===== src/common/asr_regs.vh =====
// timing constants and pin layout for the static ram controller
`ifndef ASR_REGS_VH
`define ASR_REGS_VH
`define ASR_ADDR_W        15
`define ASR_DATA_W        8
`define ASR_CLK_PERIOD_NS 8
// fast grade figures in ns
`define ASR_T_CYCLE_NS    55
`define ASR_T_ACCESS_NS   55
`define ASR_T_OE_HZ_NS    20
`define ASR_T_PWE_NS      40
`define ASR_T_SD_NS       25
`define ASR_T_WE_HZ_NS    20
`define ASR_T_SA_NS       0
// minimum times rounded up to whole clocks
`define ASR_CEIL(t) (((t) + `ASR_CLK_PERIOD_NS - 1) / `ASR_CLK_PERIOD_NS)
`define ASR_CYC_ACCESS    (`ASR_CEIL(`ASR_T_ACCESS_NS) + 1)
`define ASR_CYC_CYCLE     `ASR_CEIL(`ASR_T_CYCLE_NS)
`define ASR_CYC_PWE       `ASR_CEIL(`ASR_T_WE_HZ_NS + `ASR_T_SD_NS)
`define ASR_CYC_SD        `ASR_CEIL(`ASR_T_SD_NS)
`define ASR_CYC_HZ        `ASR_CEIL(`ASR_T_OE_HZ_NS)
`endif


===== src/logic/asr_ctrl.v =====
// clocked controller driving an asynchronous 32k x 8 static ram
// Contract
// memory stores data only while chip select and write strobe both low.
// write ends when chip select or write strobe rises.
// write data setup and hold referenced to the strobe rising edge.
// strobe-controlled write with outputs enabled lasts float delay plus setup.
// write strobe stays high for every read cycle.
// read data valid within access time after address settles.
// read data valid within access time after chip select falls.
// read data valid within output-enable access after output enable falls.
// standby entered within power-down time after chip select rises.
// data lines float during writes while output enable is high.
// select rising with strobe keeps outputs undriven.
// controller never drives data lines while memory drives them.
// address valid before or with chip select falling.
// array is 32k words of 8 bits, 15-bit word index.
// deselected memory ignores accesses, lines undriven.
// output enable high floats lines; low while selected drives data.
// contents preserved in standby and across reads.
// minimum delays rounded up to whole controller clocks.
`include "asr_regs.vh"
module asr_ctrl #(
  parameter AW         = `ASR_ADDR_W,
  parameter DW         = `ASR_DATA_W,
  parameter CYC_ACCESS = `ASR_CYC_ACCESS,
  parameter CYC_CYCLE  = `ASR_CYC_CYCLE,
  parameter CYC_PWE    = `ASR_CYC_PWE,
  parameter CYC_SD     = `ASR_CYC_SD,
  parameter CYC_HZ     = `ASR_CYC_HZ
) (
  input  wire          clk,
  input  wire          rst,
  input  wire          req_valid,
  input  wire          req_write,
  input  wire [AW-1:0] req_addr,
  input  wire [DW-1:0] req_wdata,
  output wire          req_ready,
  output reg  [DW-1:0] rsp_rdata,
  output reg           rsp_valid,
  output reg  [AW-1:0] word_index,
  output reg           chip_sel_n,
  output reg           write_strobe_n,
  output reg           out_drive_n,
  output reg  [DW-1:0] data_lines_o,
  output reg           data_lines_oe,
  input  wire [DW-1:0] data_lines_i
);
  // controller states
  localparam [2:0] ST_IDLE  = 3'h0;
  localparam [2:0] ST_RD    = 3'h1;
  localparam [2:0] ST_RDHZ  = 3'h2;
  localparam [2:0] ST_WR    = 3'h3;
  localparam [2:0] ST_WREND = 3'h4;
  localparam [2:0] ST_REC   = 3'h5;

  // last count of each timed state, in clocks
  localparam [7:0] RD_LAST  = CYC_ACCESS[7:0] + 8'h01;
  localparam [7:0] HZ_LAST  = CYC_HZ[7:0];
  localparam [7:0] PWE_CYC  = (CYC_PWE > CYC_SD) ? CYC_PWE[7:0] : CYC_SD[7:0];
  localparam [7:0] WR_LAST  = PWE_CYC - 8'h01;
  localparam [7:0] REC_LAST = (CYC_CYCLE[7:0] > PWE_CYC) ? CYC_CYCLE[7:0] - PWE_CYC : 8'h00;

  reg [2:0]    state_r;
  reg [7:0]    cnt_r;
  reg [DW-1:0] sync1_r;
  reg [DW-1:0] sync2_r;

  // next values from the combinational block
  reg [2:0]    state_nxt;
  reg [7:0]    cnt_nxt;
  reg [DW-1:0] rdata_nxt;
  reg          valid_nxt;
  reg [AW-1:0] index_nxt;
  reg          sel_n_nxt;
  reg          strobe_n_nxt;
  reg          drive_n_nxt;
  reg [DW-1:0] wdata_nxt;
  reg          oe_nxt;

  // request accepted at this edge
  wire         take;
  wire         take_wr;
  wire         take_rd;

  // true once a timed state has run its full count
  function count_done;
    input [7:0] count;
    input [7:0] last;
    begin
      count_done = (count >= last);
    end
  endfunction

  assign req_ready = (state_r == ST_IDLE);
  assign take      = req_valid && req_ready;
  assign take_wr   = take && req_write;
  assign take_rd   = take && !req_write;

  // pins are asynchronous to clk
  always @(posedge clk) begin
    sync1_r <= data_lines_i;
    sync2_r <= sync1_r;
  end

  // next state and next pin levels
  always @* begin
    state_nxt    = state_r;
    cnt_nxt      = cnt_r;
    rdata_nxt    = rsp_rdata;
    valid_nxt    = 1'b0;
    index_nxt    = word_index;
    sel_n_nxt    = chip_sel_n;
    strobe_n_nxt = write_strobe_n;
    drive_n_nxt  = out_drive_n;
    wdata_nxt    = data_lines_o;
    oe_nxt       = data_lines_oe;
    case (state_r)
      ST_IDLE: begin
        // pins parked: deselected, strobes high, bus released
        sel_n_nxt    = 1'b1;
        strobe_n_nxt = 1'b1;
        drive_n_nxt  = 1'b1;
        oe_nxt       = 1'b0;
        if (take_wr) begin
          index_nxt    = req_addr;
          sel_n_nxt    = 1'b0;
          strobe_n_nxt = 1'b0;
          drive_n_nxt  = 1'b1;
          wdata_nxt    = req_wdata;
          // memory outputs stay off in a write, so data goes out at once
          oe_nxt       = 1'b1;
          cnt_nxt      = 8'h00;
          state_nxt    = ST_WR;
        end else if (take_rd) begin
          index_nxt    = req_addr;
          sel_n_nxt    = 1'b0;
          strobe_n_nxt = 1'b1;
          drive_n_nxt  = 1'b0;
          cnt_nxt      = 8'h00;
          state_nxt    = ST_RD;
        end
      end
      ST_RD: begin
        // access time plus two synchroniser stages
        cnt_nxt = cnt_r + 8'h01;
        if (count_done(cnt_r, RD_LAST)) begin
          rdata_nxt   = sync2_r;
          valid_nxt   = 1'b1;
          sel_n_nxt   = 1'b1;
          drive_n_nxt = 1'b1;
          cnt_nxt     = 8'h00;
          state_nxt   = ST_RDHZ;
        end
      end
      ST_RDHZ: begin
        // memory may still drive the lines for its float delay
        cnt_nxt = cnt_r + 8'h01;
        if (count_done(cnt_r, HZ_LAST)) begin
          cnt_nxt   = 8'h00;
          state_nxt = ST_REC;
        end
      end
      ST_WR: begin
        // strobe long enough for pulse width and data setup
        cnt_nxt = cnt_r + 8'h01;
        if (count_done(cnt_r, WR_LAST)) begin
          strobe_n_nxt = 1'b1;
          sel_n_nxt    = 1'b1;
          cnt_nxt      = 8'h00;
          state_nxt    = ST_WREND;
        end
      end
      ST_WREND: begin
        // data held one clock past the strobe rise
        oe_nxt    = 1'b0;
        cnt_nxt   = 8'h00;
        state_nxt = ST_REC;
      end
      ST_REC: begin
        // recovery until the full cycle time is met
        cnt_nxt = cnt_r + 8'h01;
        if (count_done(cnt_r, REC_LAST)) begin
          cnt_nxt   = 8'h00;
          state_nxt = ST_IDLE;
        end
      end
      default: begin
        sel_n_nxt    = 1'b1;
        strobe_n_nxt = 1'b1;
        drive_n_nxt  = 1'b1;
        oe_nxt       = 1'b0;
        cnt_nxt      = 8'h00;
        state_nxt    = ST_IDLE;
      end
    endcase
  end

  // registered state, pins and response
  always @(posedge clk) begin
    if (rst) begin
      state_r        <= ST_IDLE;
      cnt_r          <= 8'h00;
      rsp_rdata      <= {DW{1'b0}};
      rsp_valid      <= 1'b0;
      word_index     <= {AW{1'b0}};
      chip_sel_n     <= 1'b1;
      write_strobe_n <= 1'b1;
      out_drive_n    <= 1'b1;
      data_lines_o   <= {DW{1'b0}};
      data_lines_oe  <= 1'b0;
    end else begin
      state_r        <= state_nxt;
      cnt_r          <= cnt_nxt;
      rsp_rdata      <= rdata_nxt;
      rsp_valid      <= valid_nxt;
      word_index     <= index_nxt;
      chip_sel_n     <= sel_n_nxt;
      write_strobe_n <= strobe_n_nxt;
      out_drive_n    <= drive_n_nxt;
      data_lines_o   <= wdata_nxt;
      data_lines_oe  <= oe_nxt;
    end
  end
endmodule


===== config.mk =====
export PLATFORM = sky130hd
export DESIGN_NAME = asr_ctrl
export DESIGN_NICKNAME = d
export VERILOG_FILES = /design/src/logic/asr_ctrl.v
export VERILOG_INCLUDE_DIRS = /design/src /design/src/common
export SDC_FILE = /design/constraint.sdc
export NUM_CORES = 1
export LEC_CHECK = 0
export ABC_AREA = 0
export BUFFER_PORTS_ARGS = -buffer_cell sky130_fd_sc_hd__buf_2
export CORE_MARGIN = 5
export CORE_UTILIZATION = 29
export CTS_BUF_LIST = sky130_fd_sc_hd__clkbuf_2
export CTS_CLUSTER_SIZE = 12
export DETAILED_ROUTE_END_ITERATION = 6
export MAX_ROUTING_LAYER = met4
export SYNTH_ARGS = -nofsm -noshare
export SYNTH_HDL_FRONTEND = slang
export SYNTH_SLANG_ARGS = --single-unit

===== constraint.sdc =====
create_clock -name clk -period 2.5 [get_ports clk]
set_input_delay 0.125 -clock clk [delete_from_list [all_inputs] [get_ports clk]]
set_output_delay 0.125 -clock clk [all_outputs]
set_load 0.01 [all_outputs]

* Word level (Yosys, flattened, before mapping) *
Cells that the tools add are included.

word-level totals
  bits in registers = 63
  input port bits = 35
  output and inout bits = 37
  word-level logic and storage cells = 77

cells by class
  $add $sub $neg = 1
  $lt $le $gt $ge = 4
  equal/unequal tests = 10
  mux-type cells = 28
  bitwise operators = 4
  reductions and logical operators = 18

operator list
  kind                                                                                  count
  8-bit two-way mux                                                                     6
  8-bit case mux with 5 select lines                                                    1
  15-bit two-way mux                                                                    2
  3-bit two-way mux                                                                     6
  3-bit case mux with 6 select lines                                                    1
  4-bit OR reduction                                                                    3
  2-bit AND reduction                                                                   5
  8-bit by 1-bit adder with 8-bit output (second input constant)                        1
  8-bit by 1-bit greater-or-equal comparator with 1-bit output (second input constant)  1
  8-bit by 2-bit greater-or-equal comparator with 1-bit output (second input constant)  1
  8-bit by 3-bit greater-or-equal comparator with 1-bit output (second input constant)  1
  8-bit by 4-bit greater-or-equal comparator with 1-bit output (second input constant)  1
  1-bit two-way mux                                                                     8
  2-bit inequality test (second input constant)                                         4
  3-bit by 2-bit == test with 1-bit output (second input constant)                      2
  3-bit == test (second input constant)                                                 2
  1-bit case mux with 3 select lines                                                    2
  5-bit AND reduction                                                                   1
  1-bit inverter                                                                        4
  1-bit case mux with 4 select lines                                                    1
  3-bit by 1-bit == test with 1-bit output (second input constant)                      1
  1-bit logical AND                                                                     3
  3-bit zero test                                                                       1
  3-bit by 1-bit inequality test with 1-bit output (second input constant)              1
  6 further kinds                                                                       6

* Depth between registers and ports, before layout *
  word-level depth = 6
  mapped depth = 8
  depth with buffers taken out = 7

* Least setup slack after synthesis *
Ideal clock, no wire load.

  kind = register to register
  start = register cnt_r[1]
  end = register chip_sel_n
  setup time = 0.129 ns
  data arrival time = 1.674 ns
  required time = 2.371 ns
  setup slack = 0.697 ns
  stages on the path, launching flop included = 8
  path buffers = 0
  clock period less this slack = 1.803 ns
  path through = dfxtp_1 > inv_1 > ha_1 > nand2b_1 > o31ai_1 > nand3_1 > a2111oi_0 > o21bai_1

on the way
  word-level cells in the longest chain between the ends = 3
  elaborated cells on any way between the ends = 5
  those cells by class = order compare (2); eq/ne (2); reduce/logical (1)

ends and longest elaborated chain
  item                                                                                                                                                 RTL line        source
  start: declaration                                                                                                                                   asr_ctrl.v:64   reg [7:0] cnt_r;
  start signal: assignment                                                                                                                             asr_ctrl.v:213  cnt_r <= cnt_nxt;
  8-bit by 3-bit greater-or-equal comparator with 1-bit output / 8-bit by 4-bit greater-or-equal comparator with 1-bit output (equally long branches)  asr_ctrl.v:90   count_done = (count >= last);
  2-bit inequality test (no line)                                                                                                                      -
  3-bit AND reduction (no line) *                                                                                                                      -
  end signal: assignment                                                                                                                               asr_ctrl.v:217  chip_sel_n <= sel_n_nxt;
  end: declaration                                                                                                                                     asr_ctrl.v:41   output reg chip_sel_n,

Mark *: on every way between the ends. The rest lies on a longest branch, timed or not.
A chain may end at the register's enable or synchronous reset.

* Worst setup path in the final report *
Same ends and word-level chain as after synthesis.

==> reports/metrics.csv <==
stage,metric,value,unit
status,status,finished clean,
worst_setup_path,"CP delay by family, top",compound AO/OA/AOI/OAI gates,
worst_setup_path,WP data required,2.85,ns
placement,pre-CTS WS,0.436,ns
cells_and_area,most frequent cells in the layout,"71 x buf_2, 63 x dfxtp_1, 52 x nand2_1, 33 x dlygate4sd3_1, 30 x a21oi_1",
worst_setup_path,CP max FO,4,
cells_and_area,"commonest non-fill, non-tap cell in the layout",buf_2,
synthesis,async set-reset flop share out of synthesis,0,%
sta,max_slew headroom,44.1,%
synthesis,Avg Inst Size Synth,9.60,sq um
clock_network,clock root cell,clkbuf_2,
worst_setup_path,Slowest cell on crit path,a2111oi_0,
synthesis,Post-Synthesis Cells,243,
synthesis,Mapped Nets,281,
pwr,Leakage,1.41,nW
sta,post-route clock period utilization,83.1,%
drt,Post-DRT Antenna Nets,0,
clock_network,clock transition at the registers of the reported paths,0.18,ns
floorplanning,Starting Density,30.0,%
worst_setup_path,CP Buf/Inv Count,1,
worst_setup_path,Critical Path End Type,flop,
sta,Peak Freq,0.481,GHz
synthesis,Mapped Area,2330,sq um
synthesis,"FF+latch count, synth",63,
floorplanning,core area,7770,sq um
clock_network,CTS resizes,0,
cells_and_area,fin nets,382,
drt,DRC violations left,0,
cells_and_area,Area Growth Syn to Fin,35.4,%
synthesis,Most used DFF post-synth,dfxtp_1,
clock_network,total CTS buffers,9,
floorplanning,die area,9940,sq um
clock_network,H-tree depth,3,
worst_setup_path,WS Path Type,flop to flop,
placement,Final Wtd Congestion,0.794,
synthesis,cell taking the most area after synthesis,dfxtp_1,
clock_network,clock sinks,63,
sta,PnR worst setup slack,0.423,ns
grt,vias in the first global route,2011,
clock_network,clk_lat worst skew,0.47,ns
grt,GRT Overall Usage,12.2,%
synthesis,top-area cell type share of the netlist area,54.0,%
drt,Vias/cell,4.45,
worst_setup_path,startpoint types,flop,
drt,DR WL/cell,12.2,um
cells_and_area,layout cells sized above 1,29.2,%
grt,largest net degree at the start of global routing,47,
pwr,VDD IR-drop max,0.000322,V
grt,GR Overflow Total,0,
floorplanning,die extent in y,99.7,um
drt,DRT Pass-1 Iters,4,
synthesis,library cells used by synthesis,46,
sta,worst slew pin tran,0.839,ns
placement,dpl cells,402,
floorplanning,Top Ports,72,
drt,Iter 0 DRT Violations,157,
sta,final hold viol count,0,
clock_network,clock tree buffer depth,2,
sta,Pins Over Slew Limit,0,
sta,post-route minimum period,2.08,ns
grt,first-pass GRT wire length,9360,um
pwr,Power Density,876,nW/um^2
floorplanning,Cell Rows,32,
cells_and_area,# diodes,0,
sta,final setup fails,0,
grt,initial antenna violation count,0,
sta,total negative slack,0,ns
clock_network,CTS tree,built,
cells_and_area,Non-Filler Instances,451,
floorplanning,Die X-Extent,99.7,um
worst_setup_path,worst stage delay on the critical path,0.46,ns
placement,Detail Placement HPWL,3620,um
min_path,worst min path class,input pin to flop,
synthesis,sequential share of the synthesized area,54.0,%
placement,IO buf count,71,
run,max-capacitance violation count,0,
drt,Routed WL,5520,um
worst_setup_path,"Critical Path, Cell by Cell",inv_1 > ha_1 > nand2b_1 > o31ai_1 > nand3_1 > a2111oi_0 > o21bai_1,
sta,RSZ-0062 raised after global routing,no,
synthesis,"EDFF count, synth",0,
worst_setup_path,Critical Path AT,2.43,ns
drt,detailed-route via count,2007,
synthesis,YS warnings,0,
synthesis,cells taking the most area after synthesis,"dfxtp_1 54%, nand2_1 8.4%, a21oi_1 6.4%, mux2i_1 3.4%, nor2_1 2.3%",
sta,clk_skew,0.0214,ns
## where the power goes
part	internal, mW	total, mW	switching (mW)
registers	1.14	1.29	0.143
clock network	0.232	0.598	0.366
logic	0.396	0.884	0.487
total	1.77	2.77	0.997
## metal layers
| layer | up-vias | routed length, um | global-route usage, % |
|---|---|---|---|
| met3 | 18 | 234 | 2.81 |
| li1 | 1031 | - | - |
| met4 | 0 | 194 | 6.83 |
| met2 | 49 | 2690 | 19.7 |
| met5 | - | 0 | - |
| met1 | 909 | 2410 | 13.9 |
## synthesized netlist by cell type (4+ instances only)
cell type	number
a21oi_1	30
and2_1	5
clkbuf_1	7
dfxtp_1	63
inv_1	4
mux2i_1	8
nand2_1	52
nand2b_1	4
nand3_1	7
nor2_1	14
## cell type report
cell class / instances / area, sq um
clock inverters: 6 / 60.1
well taps: 102 / 128
multi-input cells: 160 / 945
clock buffers: 10 / 50.0
repair buffers: 106 / 701
fillers: 748 / 4610
flip-flops and latches: 63 / 1260
inverters: 4 / 15.0
## what timing repair did
action,CTS,global route
hold buffers,33,0
hold endpoints to repair,35,0
setup buffers,0,0
## worst reg2reg max path, cell delays in order, from the launching register on
cell	delay (ns)
dfxtp_1	0.42
inv_1	0.08
ha_1	0.19
nand2b_1	0.20
o31ai_1	0.37
nand3_1	0.13
a2111oi_0	0.46
o21bai_1	0.12
## metrics by stage
stage	area [sq um]	power [mW]	utilization (%)	hold slack [ns]
floorplan	2330	1.93	-	0.153
global placement	2720	2.15	35.0	0.228
detailed placement	2720	2.16	35.0	0.229
CTS	3160	2.81	40.7	0.178
global route	3160	2.97	40.7	0.219
finish	3160	2.77	40.7	0.224
## logic make-up (layout without fill, tap and decap cells)
group           Yosys count  count (layout)  synth area share [%]
fa+ha+maj                 3               3                  1.61
flops                    63              63                  54.0
simple gates             99              99                  21.4
compound gates           50              50                  14.0
buf+inv                  20             126                  5.47
mux                       8               8                  3.43
## registers in the layout, indices dropped and copies added (netlist names)
name,count
rsp_rdata,8
out_drive_n,1
cnt_r,8
data_lines_o,8
rsp_valid,1
sync1_r,8
write_strobe_n,1
sync2_r,8
state_r,3
chip_sel_n,1
data_lines_oe,1
word_index,15
## worst paths after layout
kind / from / to / slack, ns / depth (start not counted)
hold reg to reg: sync1_r[5]$_DFF_P_ / sync2_r[5]$_DFF_P_ / 0.35 / 0
setup reg to reg: cnt_r[1]$_SDFFE_PP0N_ / chip_sel_n$_SDFFE_PP1P_ / 0.42 / 7
hold / removal: rst / rsp_rdata[7]$_SDFFE_PP0P_ / 0.22 / 2
setup / recovery: cnt_r[1]$_SDFFE_PP0N_ / chip_sel_n$_SDFFE_PP1P_ / 0.42 / 7
Power figures use the tool's default switching activity.
